$ cat src/verilog/opmode_pkg.sv
// Package for the operation mode selector: register map, mode codes, reset values.
// Assumes an AXI4-Lite master with 32-bit data and word-aligned registers.
package opmode_pkg;

    // ************************************************************
    // Register map
    // ************************************************************
    localparam logic [3:0] ADDR_MODE_SELECT = 4'h0;   // operation_mode_select, RW.
    localparam logic [3:0] ADDR_STATUS = 4'h4;        // Live mode and sources, RO.
    localparam logic [3:0] ADDR_KEYS = 4'h8;          // Panel key requests, W pulses.
    localparam logic [3:0] RESET_MODE_SELECT = 4'h0;

    // Key register bits.
    localparam int KEY_PANEL_BIT = 0;
    localparam int KEY_EXT_BIT = 1;
    localparam int KEY_FWD_BIT = 2;
    localparam int KEY_REV_BIT = 3;
    localparam int KEY_STOP_BIT = 4;
    localparam int KEY_SIGNAL_BIT = 5;                // External switch signal level.

    // Status register bits.
    localparam int ST_MODE_LSB = 0;                   // Two-bit active mode.
    localparam int ST_FREQ_PANEL_BIT = 2;
    localparam int ST_START_PANEL_BIT = 3;
    localparam int ST_RUN_BIT = 4;
    localparam int ST_FWD_LAMP_BIT = 5;
    localparam int ST_REV_LAMP_BIT = 6;
    localparam int ST_REJECT_BIT = 7;

    // Mode-selection codes.
    localparam logic [3:0] SEL_SELECTABLE = 4'h0;
    localparam logic [3:0] SEL_PANEL_ONLY = 4'h1;
    localparam logic [3:0] SEL_EXT_ONLY = 4'h2;
    localparam logic [3:0] SEL_COMBO_PANEL_FREQ = 4'h3;
    localparam logic [3:0] SEL_COMBO_PANEL_START = 4'h4;
    localparam logic [3:0] SEL_SWITCH_OVER = 4'h6;
    localparam logic [3:0] SEL_EDIT_ENABLE = 4'h7;
    localparam logic [3:0] SEL_EXT_SIGNAL = 4'h8;

    typedef enum logic [1:0] {
        MODE_EXTERNAL,
        MODE_PANEL,
        MODE_COMBINED
    } opMode_t;

    localparam logic [1:0] AXI_OKAY = 2'b00;
    localparam logic [1:0] AXI_SLVERR = 2'b10;

endpackage

$ cat src/verilog/start_sync_if.sv
// Interface carrying the synchronised start inputs between modules.
// Assumes both ends share the single system clock.
`timescale 1ns/100ps
interface start_sync_if;
    logic forward_run_key;
    logic reverse_run_key;
    modport src (output forward_run_key, output reverse_run_key);
    modport dst (input forward_run_key, input reverse_run_key);
endinterface
$ cat src/verilog/operation_mode_selector.sv
// Operation mode selector: chooses frequency and start sources for the drive.
// Assumes an AXI4-Lite master on mclk and raw start terminals from the field.
// What this block does
// - Reset enters external mode when the selection holds its default.
// - External mode runs when a start terminal is closed to the common.
// - Panel key in external mode with no start input selects panel mode.
// - External key in panel mode needs starts off and both run lamps dark.
// - Value 3: panel sets frequency, start terminals give the start.
// - Value 4: terminals set frequency, panel forward and reverse give the start.
// - Value 0 lets the keys choose between panel and external mode.
// - Value 1 fixes panel mode and refuses every change.
// - Value 2 fixes external mode and refuses every change.
// - Values 6, 7 and 8 select switch-over, edit-enable and signal switching.
// - No key or signal mode change while an external start command is active.
// - Values 1 to 4 and 7 fix the mode from the value, not the keys.
// - Default value: external at power-up, panel key still reaches panel.
// - Mode keys are ignored while the motor runs, except with value 6.
// - Mode keys are ignored for values 1 to 4, 7 and 8.
`timescale 1ns/100ps
module operation_mode_selector
    import opmode_pkg::*;
(
    // Clock and reset
    input wire logic mclk,
    input wire logic srst,
    // AXI4-Lite write address
    input wire logic [3:0] s_axi_awaddr,
    input wire logic s_axi_awvalid,
    output logic s_axi_awready,
    // AXI4-Lite write data
    input wire logic [31:0] s_axi_wdata,
    input wire logic [3:0] s_axi_wstrb,
    input wire logic s_axi_wvalid,
    output logic s_axi_wready,
    // AXI4-Lite write response
    output logic [1:0] s_axi_bresp,
    output logic s_axi_bvalid,
    input wire logic s_axi_bready,
    // AXI4-Lite read address
    input wire logic [3:0] s_axi_araddr,
    input wire logic s_axi_arvalid,
    output logic s_axi_arready,
    // AXI4-Lite read data
    output logic [31:0] s_axi_rdata,
    output logic [1:0] s_axi_rresp,
    output logic s_axi_rvalid,
    input wire logic s_axi_rready,
    // Start terminals, low when closed to the input common
    input wire logic fwdStartN,
    input wire logic revStartN,
    // Drive status
    input wire logic motorRunning,
    input wire logic speedRefPresent,
    // Source selection and run command to the drive
    output logic freqFromPanel,
    output logic startFromPanel,
    output logic runFwd,
    output logic runRev,
    output logic [1:0] activeMode
);

    // ************************************************************
    // Start terminal synchroniser
    // ************************************************************
    start_sync_if startSync();

    start_input_sync u_sync (
        .mclk(mclk),
        .srst(srst),
        .fwdStartN(fwdStartN),
        .revStartN(revStartN),
        .syncOut(startSync.src)
    );

    // ************************************************************
    // Register state
    // ************************************************************
    logic [3:0] modeSel_r;
    opMode_t mode_r;
    opMode_t mode_nxt;
    logic fwdLamp_r;
    logic revLamp_r;
    logic reject_r;
    logic awHeld_r;
    logic wHeld_r;
    logic [3:0] awAddr_r;
    logic [31:0] wData_r;
    logic [3:0] wStrb_r;

    // Valid codes: 0-4 and 6-8; 5 and 9-15 are refused.
    function automatic logic sel_valid(input logic [3:0] v);
        sel_valid = (v <= SEL_COMBO_PANEL_START) ||
                    ((v >= SEL_SWITCH_OVER) && (v <= SEL_EXT_SIGNAL));
    endfunction

    // Fixed mode implied by the selection value for the fixed settings.
    function automatic opMode_t fixed_mode(input logic [3:0] v);
        if (v == SEL_PANEL_ONLY) begin
            fixed_mode = MODE_PANEL;
        end else if ((v == SEL_COMBO_PANEL_FREQ) || (v == SEL_COMBO_PANEL_START)) begin
            fixed_mode = MODE_COMBINED;
        end else begin
            fixed_mode = MODE_EXTERNAL;
        end
    endfunction

    // ************************************************************
    // AXI4-Lite write path
    // ************************************************************
    // Address and data are latched separately so they may arrive in any order.
    wire doWrite = awHeld_r && wHeld_r && !s_axi_bvalid;
    wire wrFull = (wStrb_r[0] == 1'b1);
    wire wrSelAddr = (awAddr_r == ADDR_MODE_SELECT);
    wire wrKeyAddr = (awAddr_r == ADDR_KEYS);
    wire wrMapped = wrSelAddr || wrKeyAddr;
    wire [3:0] wrSelVal = wData_r[3:0];
    wire wrSelOk = wrSelAddr && wrFull && sel_valid(wrSelVal);
    wire wrOk = wrSelOk || (wrKeyAddr && wrFull);
    wire keyStrobe = doWrite && wrKeyAddr && wrFull;
    wire keyPanel = keyStrobe && wData_r[KEY_PANEL_BIT];
    wire keyExt = keyStrobe && wData_r[KEY_EXT_BIT];
    wire keyFwd = keyStrobe && wData_r[KEY_FWD_BIT];
    wire keyRev = keyStrobe && wData_r[KEY_REV_BIT];
    wire keyStop = keyStrobe && wData_r[KEY_STOP_BIT];
    wire keySignal = wData_r[KEY_SIGNAL_BIT];

    assign s_axi_awready = !awHeld_r;
    assign s_axi_wready = !wHeld_r;

    // Holding registers and write response.
    always_ff @(posedge mclk) begin
        if (srst) begin
            awHeld_r <= 1'b0;
            wHeld_r <= 1'b0;
            awAddr_r <= 4'h0;
            wData_r <= 32'h0000_0000;
            wStrb_r <= 4'h0;
            s_axi_bvalid <= 1'b0;
            s_axi_bresp <= AXI_OKAY;
        end else begin
            if (s_axi_awvalid && !awHeld_r) begin
                awHeld_r <= 1'b1;
                awAddr_r <= {s_axi_awaddr[3:2], 2'b00};
            end
            if (s_axi_wvalid && !wHeld_r) begin
                wHeld_r <= 1'b1;
                wData_r <= s_axi_wdata;
                wStrb_r <= s_axi_wstrb;
            end
            if (doWrite) begin
                awHeld_r <= 1'b0;
                wHeld_r <= 1'b0;
                s_axi_bvalid <= 1'b1;
                s_axi_bresp <= (wrOk || !wrMapped) ? AXI_OKAY : AXI_SLVERR;
                if (!wrMapped) begin
                    s_axi_bresp <= AXI_SLVERR;
                end
            end else if (s_axi_bvalid && s_axi_bready) begin
                s_axi_bvalid <= 1'b0;
            end
        end
    end

    // Selection value: a refused write keeps the old value.
    always_ff @(posedge mclk) begin
        if (srst) begin
            modeSel_r <= RESET_MODE_SELECT;
        end else if (doWrite && wrSelOk) begin
            modeSel_r <= wrSelVal;
        end
    end

    // ************************************************************
    // Mode decision
    // ************************************************************
    wire extStart = startSync.forward_run_key || startSync.reverse_run_key;
    wire lampsLit = fwdLamp_r || revLamp_r;
    wire keysAllowed = !motorRunning &&
                       ((modeSel_r == SEL_SELECTABLE) || (modeSel_r == SEL_SWITCH_OVER));
    // Switch-over also permits key changes while running.
    wire swOverAllowed = (modeSel_r == SEL_SWITCH_OVER);
    wire panelKeyAllowed = (modeSel_r == SEL_SELECTABLE) ? keysAllowed : swOverAllowed;
    wire keyChangeOk = panelKeyAllowed && !extStart;
    wire sigMode = (modeSel_r == SEL_EXT_SIGNAL);
    wire sigChangeOk = sigMode && !extStart && !motorRunning;
    wire anyModeKey = keyPanel || keyExt;

    // Next mode; everything not listed keeps the present mode.
    always_comb begin
        mode_nxt = mode_r;
        unique case (modeSel_r)
            SEL_SELECTABLE, SEL_SWITCH_OVER: begin
                if (keyPanel && keyChangeOk && mode_r == MODE_EXTERNAL) begin
                    mode_nxt = MODE_PANEL;
                end else if (keyExt && keyChangeOk && !lampsLit && mode_r == MODE_PANEL) begin
                    mode_nxt = MODE_EXTERNAL;
                end else if (mode_r == MODE_COMBINED) begin
                    mode_nxt = MODE_EXTERNAL;
                end
            end
            SEL_EXT_SIGNAL: begin
                if (sigChangeOk && keyStrobe) begin
                    mode_nxt = keySignal ? MODE_PANEL : MODE_EXTERNAL;
                end
            end
            default: begin
                mode_nxt = fixed_mode(modeSel_r);
            end
        endcase
    end

    always_ff @(posedge mclk) begin
        if (srst) begin
            mode_r <= MODE_EXTERNAL;
        end else begin
            mode_r <= mode_nxt;
        end
    end

    // Rejected mode request is sticky until a later accepted one.
    always_ff @(posedge mclk) begin
        if (srst) begin
            reject_r <= 1'b0;
        end else if (anyModeKey) begin
            reject_r <= (mode_nxt == mode_r);
        end
    end

    // ************************************************************
    // Source routing and run command
    // ************************************************************
    // panel frequency, terminal start
    // terminal frequency, panel start
    // Combined mode keeps its sources split even in the one cycle after a new selection lands.
    wire comboFreqPanel = (mode_r == MODE_COMBINED) && (modeSel_r != SEL_COMBO_PANEL_START);
    wire comboStartPanel = (mode_r == MODE_COMBINED) && (modeSel_r == SEL_COMBO_PANEL_START);
    wire freqPanel = (mode_r == MODE_PANEL) || comboFreqPanel;
    wire startPanel = (mode_r == MODE_PANEL) || comboStartPanel;

    // Panel run lamps follow the forward and reverse keys until stop.
    always_ff @(posedge mclk) begin
        if (srst) begin
            fwdLamp_r <= 1'b0;
            revLamp_r <= 1'b0;
        end else if (!startPanel || keyStop) begin
            fwdLamp_r <= 1'b0;
            revLamp_r <= 1'b0;
        end else if (keyFwd) begin
            fwdLamp_r <= 1'b1;
            revLamp_r <= 1'b0;
        end else if (keyRev) begin
            fwdLamp_r <= 1'b0;
            revLamp_r <= 1'b1;
        end
    end

    // terminal start runs
    // Both terminals closed together give no run, as a safe choice.
    wire termFwd = startSync.forward_run_key && !startSync.reverse_run_key;
    wire termRev = startSync.reverse_run_key && !startSync.forward_run_key;
    wire cmdFwd = startPanel ? fwdLamp_r : termFwd;
    wire cmdRev = startPanel ? revLamp_r : termRev;

    // Outputs registered; rotation also needs a speed reference.
    always_ff @(posedge mclk) begin
        if (srst) begin
            runFwd <= 1'b0;
            runRev <= 1'b0;
            freqFromPanel <= 1'b0;
            startFromPanel <= 1'b0;
            activeMode <= 2'b00;
        end else begin
            runFwd <= cmdFwd && speedRefPresent;
            runRev <= cmdRev && speedRefPresent;
            freqFromPanel <= freqPanel;
            startFromPanel <= startPanel;
            activeMode <= mode_r;
        end
    end

    // ************************************************************
    // AXI4-Lite read path
    // ************************************************************
    logic [31:0] statusWord;
    always_comb begin
        statusWord = 32'h0000_0000;
        statusWord[ST_MODE_LSB +: 2] = mode_r;
        statusWord[ST_FREQ_PANEL_BIT] = freqPanel;
        statusWord[ST_START_PANEL_BIT] = startPanel;
        statusWord[ST_RUN_BIT] = motorRunning;
        statusWord[ST_FWD_LAMP_BIT] = fwdLamp_r;
        statusWord[ST_REV_LAMP_BIT] = revLamp_r;
        statusWord[ST_REJECT_BIT] = reject_r;
    end

    wire [3:0] rdAddr = {s_axi_araddr[3:2], 2'b00};
    wire rdSel = (rdAddr == ADDR_MODE_SELECT);
    wire rdStat = (rdAddr == ADDR_STATUS);
    wire rdKeys = (rdAddr == ADDR_KEYS);
    wire [31:0] rdWord = rdSel ? {28'h000_0000, modeSel_r} : (rdStat ? statusWord : 32'h0000_0000);
    assign s_axi_arready = !s_axi_rvalid;

    // One read at a time; the answer follows the address by one cycle.
    always_ff @(posedge mclk) begin
        if (srst) begin
            s_axi_rvalid <= 1'b0;
            s_axi_rdata <= 32'h0000_0000;
            s_axi_rresp <= AXI_OKAY;
        end else if (s_axi_arvalid && !s_axi_rvalid) begin
            s_axi_rvalid <= 1'b1;
            s_axi_rdata <= rdWord;
            s_axi_rresp <= (rdSel || rdStat || rdKeys) ? AXI_OKAY : AXI_SLVERR;
        end else if (s_axi_rready) begin
            s_axi_rvalid <= 1'b0;
        end
    end

endmodule

$ cat src/verilog/start_input_sync.sv
// Two-flop synchroniser for the forward and reverse start terminals.
// Assumes the terminals are active when shorted to the input common, seen low here.
`timescale 1ns/100ps
module start_input_sync (
    // Clock and reset
    input wire logic mclk,
    input wire logic srst,
    // Raw terminals, low when closed to the common
    input wire logic fwdStartN,
    input wire logic revStartN,
    // Synchronised active-high levels
    start_sync_if.src syncOut
);
    logic [1:0] meta_r;
    logic [1:0] stable_r;

    // Only the second stage is read outside; the first feeds it alone.
    always_ff @(posedge mclk) begin
        if (srst) begin
            meta_r <= 2'b00;
            stable_r <= 2'b00;
        end else begin
            meta_r <= {~revStartN, ~fwdStartN};
            stable_r <= meta_r;
        end
    end

    assign syncOut.forward_run_key = stable_r[0];
    assign syncOut.reverse_run_key = stable_r[1];
endmodule

$ cat config.mk
export PLATFORM = sky130hd
export DESIGN_NAME = operation_mode_selector
export DESIGN_NICKNAME = d
export VERILOG_FILES = /design/src/verilog/opmode_pkg.sv /design/src/verilog/start_sync_if.sv /design/src/verilog/operation_mode_selector.sv /design/src/verilog/start_input_sync.sv
export SDC_FILE = /design/constraint.sdc
export NUM_CORES = 1
export LEC_CHECK = 0
export ABC_AREA = 1
export ABC_CLOCK_PERIOD_IN_PS = 2800
export BUFFER_PORTS_ARGS = -buffer_cell sky130_fd_sc_hd__buf_2
export CAP_MARGIN = 25
export CORE_ASPECT_RATIO = 1.1
export CORE_MARGIN = 1
export CORE_UTILIZATION = 48
export CTS_CLUSTER_SIZE = 10
export DETAILED_ROUTE_END_ITERATION = 8
export PLACE_DENSITY = 0.84
export RECOVER_POWER = 50
export SLEW_MARGIN = 20
export SYNTH_ARGS = -nofsm -noshare
export SYNTH_HDL_FRONTEND = slang
export SYNTH_SLANG_ARGS = --single-unit
$ cat constraint.sdc
create_clock -name mclk -period 2.8 [get_ports mclk]
set_input_delay 0.28 -clock mclk [delete_from_list [all_inputs] [get_ports mclk]]
set_output_delay 0.28 -clock mclk [all_outputs]
set_load 0.1 [all_outputs]
## Word-level counts from Yosys, hierarchy flattened

Cells that the tools add are included.

- Bits in registers: 68
- Bits of input ports: 55
- Output and inout bits: 47
- Word-level logic and storage cells: 131

- $lt $le $gt $ge: 3
- Equal/unequal tests: 12
- Mux-type cells: 22
- Bitwise gates (word level): 2
- Reductions and logical operators: 70

Operators with widths:

| cell | number |
|---|---|
| $logic_and A1 B1 Y1 | 34 |
| $mux W2 | 9 |
| $mux W8 | 2 |
| $logic_or A1 B1 Y1 | 14 |
| $logic_not A4 Y1 | 3 |
| $logic_not A1 Y1 | 11 |
| $mux W1 | 10 |
| $eq A4 B3 Y1 const B | 2 |
| $eq A2 B2 Y1 const B | 3 |
| $reduce_bool A2 Y1 | 3 |
| $reduce_or A2 Y1 | 3 |
| $eq A2 B1 Y1 const B | 2 |
| $eq A4 B1 Y1 const B | 1 |
| $eq A4 B2 Y1 const B | 1 |
| $eq A4 B4 Y1 const B | 1 |
| $ge A4 B3 Y1 const B | 1 |
| $le A4 B3 Y1 const B | 1 |
| $le A4 B4 Y1 const B | 1 |
| $ne A4 B3 Y1 const B | 1 |
| $pmux W2 S2 | 1 |
| $reduce_or A3 Y1 | 1 |
| $eq A2 B2 Y1 | 1 |
| $logic_not A2 Y1 | 1 |
| $not A1 Y1 | 2 |

## Longest topological paths before layout

Gate-level depths: netlist of run 1.

- Depth after elaboration: 12
- Depth in mapped cells: 12
- Depth with buffers taken out: 12

## Hierarchy

From an unflattened synthesis of run 1, not the netlist that was laid out.

- Cells, all modules: 273
- Area total of the unflattened synthesis: 1991.9 um^2

By module, submodules not included:

| module | instances | cells an instance | area each (um^2) | sequential area each (um^2) |
|---|---|---|---|---|
| operation_mode_selector | 1 | 263 | 1889.3 | 760.7 |
| start_input_sync | 1 | 10 | 102.6 | 80.1 |

## Worst setup path before layout of run 1

Ideal clock, no wire load.

- Kind: flip-flop to flip-flop
- Start: reg s_axi_rvalid
- End: reg s_axi_rdata[3]
- Library setup time: 132 ps
- Arrival time: 2469 ps
- Required time: 2668 ps
- Setup slack: 199 ps
- Stages on the path, launching flop included: 7
- Path buffers: 1
- Period minus slack after synthesis: 2601 ps
- Cells stage by stage: dfxtp_1 > inv_1 > nand2_1 > clkbuf_1 > nor3_1 > a22oi_1 > a21oi_1

- Longest elaborated chain between the ends: 2

RTL lines:

| element | line | source |
|---|---|---|
| start: declaration | operation_mode_selector.sv:46 | `output logic s_axi_rvalid,` |
| start signal: assignment | operation_mode_selector.sv:306 | `s_axi_rvalid <= 1'b0;` |
| start signal: assignment | operation_mode_selector.sv:310 | `s_axi_rvalid <= 1'b1;` |
| start signal: assignment | operation_mode_selector.sv:314 | `s_axi_rvalid <= 1'b0;` |
| $logic_not A1 Y1 | n/a |  |
| named net s_axi_arready | operation_mode_selector.sv:42 | `output logic s_axi_arready,` |
| $logic_and A1 B1 Y1 | operation_mode_selector.sv:309 | `end else if (s_axi_arvalid && !s_axi_rvalid) begin` |
| end signal: assignment | operation_mode_selector.sv:311 | `s_axi_rdata <= rdWord;` |
| end: declaration | operation_mode_selector.sv:44 | `output logic [31:0] s_axi_rdata,` |

The timed path passes the listed nets, and every way through them passes these cells.
A chain may end at the register's enable or synchronous reset.

## Final worst setup path of run 1

- Start: reg s_axi_rdata[3]
- End: out s_axi_rdata[3]

No word-level cell between the ends.

==> run_results.csv, run 1 <==
group,metric,value,unit
global_routing,grt_pass1_vias,1586,
worst_setup_path,end_kind,"output pin",
floorplanning,dieArea,0.004363,mm2
placed_design,dpl_worst_slack,1.363,ns
layout,nets,372,
worst_setup_path,crit_slowest_cell,"clkbuf_1",
global_routing,grt_max_degree,22,
floorplanning,core-area,0.003934,mm2
layout,diodes,0,
cts,cts_made_buffers,5,
synth,synth_warnings,0,
worst_setup_path,critPathTopFamily,"buffers and inverters",
sta,max_slew_margin,22.42,%
worst_setup_path,critPathLaunchType,"flop",
cts,cts_tree,"done",
synth,ys.flop_type,"dfxtp_1",
routing,vias,1723,
layout,final_util,56.55,%
routing,first_iter_violations,73,
cts,clk_latency,0.30,ns
layout,nFillCells,395,
worst_setup_path,crit_buf_inv,1,
routing,vias_per_cell,4.669,
pwr,p_leak,1.023,nW
worst_setup_path,crit_required,2.52,ns
routing,drt_first_pass_iters,5,
synth,ys_seq_elements,42,
sta,skew,0.006197,ns
layout,syn2layout_area_growth,12.96,%
cts,cts_resized,0,
sta,grt_setup_unrepaired,"no",
routing,drt.antenna.violating_nets,0,
synth,synth_edf_count,0,
sta,hold_viol,0,
cts,ctsRootBufferMaster,"clkbuf_8",
synth,muxShareOfSynthArea,0,%
cts,cts_sinks,42,
global_routing,grt.total_usage,19.17,%
layout,fin_cells,369,
cts,cts_setup_buffers,0,
pwr,p_per_area,643.4,mW/mm2
routing,routedWlPerCell,10.27,um
sta,finalCritPeriodShare,63.64,%
floorplanning,ios,102,
worst_setup_path,critical_path_class,"flop to output pin",
synth,syn-instance-count,273,
synth,synth-seq-area-share,42.69,%
synth,synth.avg_cell_area,7.214,um2
sta,slew_violations,0,
pwr,peakVddDrop,0.5749,mV
floorplanning,fp.dieH,69.18,um
synth,async_flop_share,0,%
run,drv_cap,0,
sta,tns,0,ns
synth,synth_top_family_by_area,"simple AND/OR/NAND/NOR gates",
worst_setup_path,cp_max_fo,2,
placed_design,gp_congestion,0.8332,
synth,synth_cell_type_count,26,
synth,synth.cell_area,0.001969,mm2
placed_design,dpl.cell_count,362,
global_routing,grt_pass1_wl,6548,um
routing,wl_met2,1809,um
sta,setup_viol,0,
global_routing,antenna_found_initial,0,
sta,period_needed,1.782,ns
floorplanning,std_cell_rows,24,
run_status,status,"completed",
routing,met1_length,1632,um
cts,clk_pin_slew,0.08,ns
sta,postLayoutSetupSlackWorst,1.018,ns
sta,whs,0.1199,ns
worst_setup_path,crit_chain,"clkbuf_1",
synth,synth-simple-area-share,25.35,%
worst_setup_path,arrival,1.50,ns
worst_hold_path,hp-class,"input port to flop",
global_routing,grt_overflow_total,0,
floorplanning,start_util,50.06,%
synth,synth_adder_area_share,0,%
floorplanning,die_w,63.07,um
sta,tightest_slew,1.169,ns
placed_design,io_buffers,42,
cts,clock_path_buffers,2,
layout,drive_gt1_share,17.03,%
sta,max_freq,561.2,MHz
cts,postCtsHoldBufs,0,
routing,routed.top_layer,"met4",
routing,wl,3790,um
routing,drc,0,
routing,wl_met3,224,um
synth,synth_xor_area_share,0,%
synth,synth_compound_area_share,13.85,%
worst_setup_path,cpPeakStageDelay,0.86,ns
placed_design,place_hpwl,2847,um
cts,htreeDepth,2,
final cells by class:
class | instances | area, um2 | area share, %
inverters | 38 | 142.6 | 6.412
clock inverters | 1 | 30.03 | 1.350
flip-flops and latches | 42 | 840.8 | 37.80
well taps | 52 | 65.06 | 2.925
repair buffers | 42 | 193.9 | 8.718
clock buffers | 6 | 82.58 | 3.712
multi-input cells | 188 | 869.6 | 39.09
cell families after synthesis:
group                  Yosys count
buffers and inverters           68
AND/OR/NAND/NOR                114
other                            1
AO/OA/AOI/OAI                   48
flip-flops                      42
where the power goes:
part	switching, mW	total [mW]	internal (mW)
sequential	0.0152	0.634	0.619
clock	0.200	0.485	0.285
combinational	0.274	0.312	0.0385
sequential cells by signal (all words and copies together), names as in the netlist, 2 cells and up:
name,cells
s_axi_rdata,8
u_sync.stable_r,2
wData_r,6
activeMode,2
u_sync.meta_r,2
mode_r,2
awAddr_r,2
modeSel_r,4
worst paths after layout:
check                         from  cells after the start  slack [ns]                 end
setup / recovery    s_axi_rdata[3]                      1        1.02      s_axi_rdata[3]
hold reg to reg   u_sync.meta_r[0]                      2        0.41  u_sync.stable_r[0]
setup reg to reg      modeSel_r[2]                      8        1.32           revLamp_r
hold / removal           fwdStartN                      2        0.12    u_sync.meta_r[0]
metrics by stage:
stage,power (mW),area (um2)
floorplan,0.9487,2063
global placement,0.9568,2128
detailed placement,0.9608,2128
CTS,1.441,2241
global route,1.489,2225
finish,1.431,2225
synthesized netlist by cell type, types with 3 or more instances:
cell      count  area share, %
nor2_1       44            8.4
dfxtp_1      42             43
nand2_1      41            7.8
inv_1        33            6.3
buf_4        26            9.9
a21oi_1      18            4.6
o21ai_0      18            4.6
nand3_1      12            3.0
a22oi_1       5            1.9
nor2_2        5            1.6
clkbuf_1      4           0.76
inv_2         4           0.76
a31oi_1       3           0.95
nor3_1        3           0.76
layer usage:
metal / track usage, % / vias up
met2: 31.42 / 61
met3: 5.592 / 13
li1: - / 894
met5: 0 / -
met1: 21.18 / 755
met4: 12.92 / 0
layout by cell type, fill, tap and decap left out, drive strengths merged:
cell,count
inv,37
o21ai,18
a211oi,2
nor3,3
a22oi,5
dfxtp,42
clkbuf,19
conb,26
buf,29
a21oi,19
nor4,1
or2,1
bufinv,1
a31oi,3
nand2,43
nand4,1
nor2,51
nand3,14
clkinv,1
o21a,1
No activity file was read; power rests on OpenSTA's default activity.
==> run 2, diff against run 1 <==
ABC_CLOCK_PERIOD_IN_PS = 1800   (was 2800)
CORE_UTILIZATION = 45   (was 48)
PLACE_DENSITY = 0.8   (was 0.84)
clock period = 1.8 ns   (was 2.8 ns; I/O delays follow)
==> run 2 against run 1 <==
  * Sequential power grew 56%
  * Setup slack lost 0.71 ns
  * Worst hold slack lost 0.092 ns
  * Power grew 53%
==> run_results.csv, run 2 (same netlist as run 1, synthesis figures left out) <==
group,metric,value,unit
floorplanning,ios,102,
cts,ctsRootBufferMaster,"clkbuf_8",
worst_setup_path,critPathLaunchType,"flop",
routing,drc,0,
floorplanning,core-area,0.004084,mm2
worst_setup_path,arrival,1.64,ns
floorplanning,fp.dieH,71.39,um
worst_setup_path,critical_path_class,"flop to flop",
worst_setup_path,cp_common_cell,"inv_1",
placed_design,gp_congestion,0.8695,
worst_hold_path,hold_depth,2,
worst_setup_path,crit_chain,"clkinvlp_4 > nand2_1 > inv_1 > nand3_1 > inv_1 > a22oi_1 > nor2_1",
cts,htreeDepth,2,
worst_hold_path,hp-class,"input port to flop",
pwr,p_per_area,979.7,mW/mm2
floorplanning,dieArea,0.004645,mm2
cts,clk_pin_slew,0.08,ns
pwr,p_leak,1.057,nW
layout,regMostFlops,"s_axi_rdata",
layout,final_util,54.81,%
worst_setup_path,crit_required,1.95,ns
routing,drt_first_pass_iters,4,
layout,drive_gt1_share,20.69,%
routing,routedWlPerCell,9.650,um
sta,tightest_slew,0.8943,ns
global_routing,antenna_found_initial,0,
layout,final_cell_mix,"nor2_1, nand2_1, dfxtp_1, inv_1",
worst_setup_path,crit_slowest_cell,"dfxtp_1",
sta,hold_viol,0,
worst_setup_path,cp_num_cells,7,
layout,diodes,0,
sta,max_slew_margin,40.38,%
routing,vias,1709,
cts,cts_sinks,42,
cts,postCtsHoldBufs,0,
sta,slew_violations,0,
placed_design,dpl_worst_slack,0.3917,ns
layout,reg_top3,"s_axi_rdata: 8 flops, wData_r: 6 flops, modeSel_r: 4 flops",
sta,period_needed,1.492,ns
cts,cts_resized,0,
floorplanning,std_cell_rows,24,
cts,clock_path_buffers,2,
global_routing,grt_max_degree,21,
global_routing,grt.total_usage,17.01,%
cts,cts_made_buffers,5,
cts,cts_tree,"done",
worst_setup_path,rrSetupSlack,0.31,ns
sta,skew,0.004359,ns
routing,vias_per_cell,4.606,
placed_design,place_hpwl,2738,um
run_status,status,"completed",
worst_setup_path,crit_buf_inv,3,
global_routing,grt_pass1_vias,1458,
routing,wl,3580,um
worst_setup_path,end_kind,"flop",
sta,tns,0,ns
layout,layout_commonest_cell,"nor2_1",
pwr,peakVddDrop,0.7210,mV
floorplanning,start_util,48.22,%
placed_design,io_buffers,42,
worst_setup_path,critPathTopFamily,"simple AND/OR/NAND/NOR gates",
worst_setup_path,cp_max_fo,11,
layout,largest_reg_flops,8,
global_routing,grt_overflow_total,0,
cts,cts_setup_buffers,0,
layout,syn2layout_area_growth,13.66,%
sta,finalCritPeriodShare,82.88,%
floorplanning,die_w,65.08,um
sta,setup_viol,0,
cts,clk_latency,0.29,ns
sta,postLayoutSetupSlackWorst,0.3082,ns
worst_setup_path,rr_worst_depth,7,
routing,drt.antenna.violating_nets,0,
sta,max_freq,670.3,MHz
sta,grt_setup_unrepaired,"no",
run,drv_cap,0,
layout,nets,373,
global_routing,grt_pass1_wl,6078,um
routing,first_iter_violations,88,
worst_setup_path,cpPeakStageDelay,0.38,ns
-- run 2: metrics by stage --
step | cells | power [mW] | area (um2) | hold slack, ns
global placement | 363 | 1.492 | 2145 | 0.3351
floorplan | 298 | 1.478 | 2073 | 0.2467
CTS | 371 | 2.214 | 2251 | 0.02472
global route | 371 | 2.287 | 2238 | 0.01083
detailed placement | 363 | 1.495 | 2145 | 0.3370
finish | 371 | 2.193 | 2238 | 0.02757
-- run 2: path summary, 6_finish.rpt --
| path | startpoint | end |
|---|---|---|
| worst max-delay path | s_axi_rvalid | s_axi_rdata[5] |
| worst min-delay path | fwdStartN | u_sync.meta_r[0] |
| worst max register to register | s_axi_rvalid | s_axi_rdata[5] |
| worst min register to register | u_sync.meta_r[0] | u_sync.stable_r[0] |
-- run 2: power by group --
part           switching [mW]  internal [mW]  leakage [nW]
sequential             0.0237          0.963         0.343
combinational           0.424         0.0616         0.662
clock                   0.306          0.415        0.0524
-- run 2: area by class of cell --
type | instances | area [um2]
fillers | 415 | 1846
multi-input cells | 188 | 864.6
flip-flops and latches | 42 | 842.1
repair buffers | 43 | 214.0
inverters | 38 | 146.4
clock buffers | 7 | 76.32
well taps | 52 | 65.06
clock inverters | 1 | 30.03
-- run 2: per-layer routing --
layer  track usage, %  vias up  part of all wire (%)
met1            19.62      742                    47
met2            29.40       59                    46
li1                 -      902                     -
met5                0        -                     0
met4            5.556        0                   1.3
met3            5.732        6                   5.6
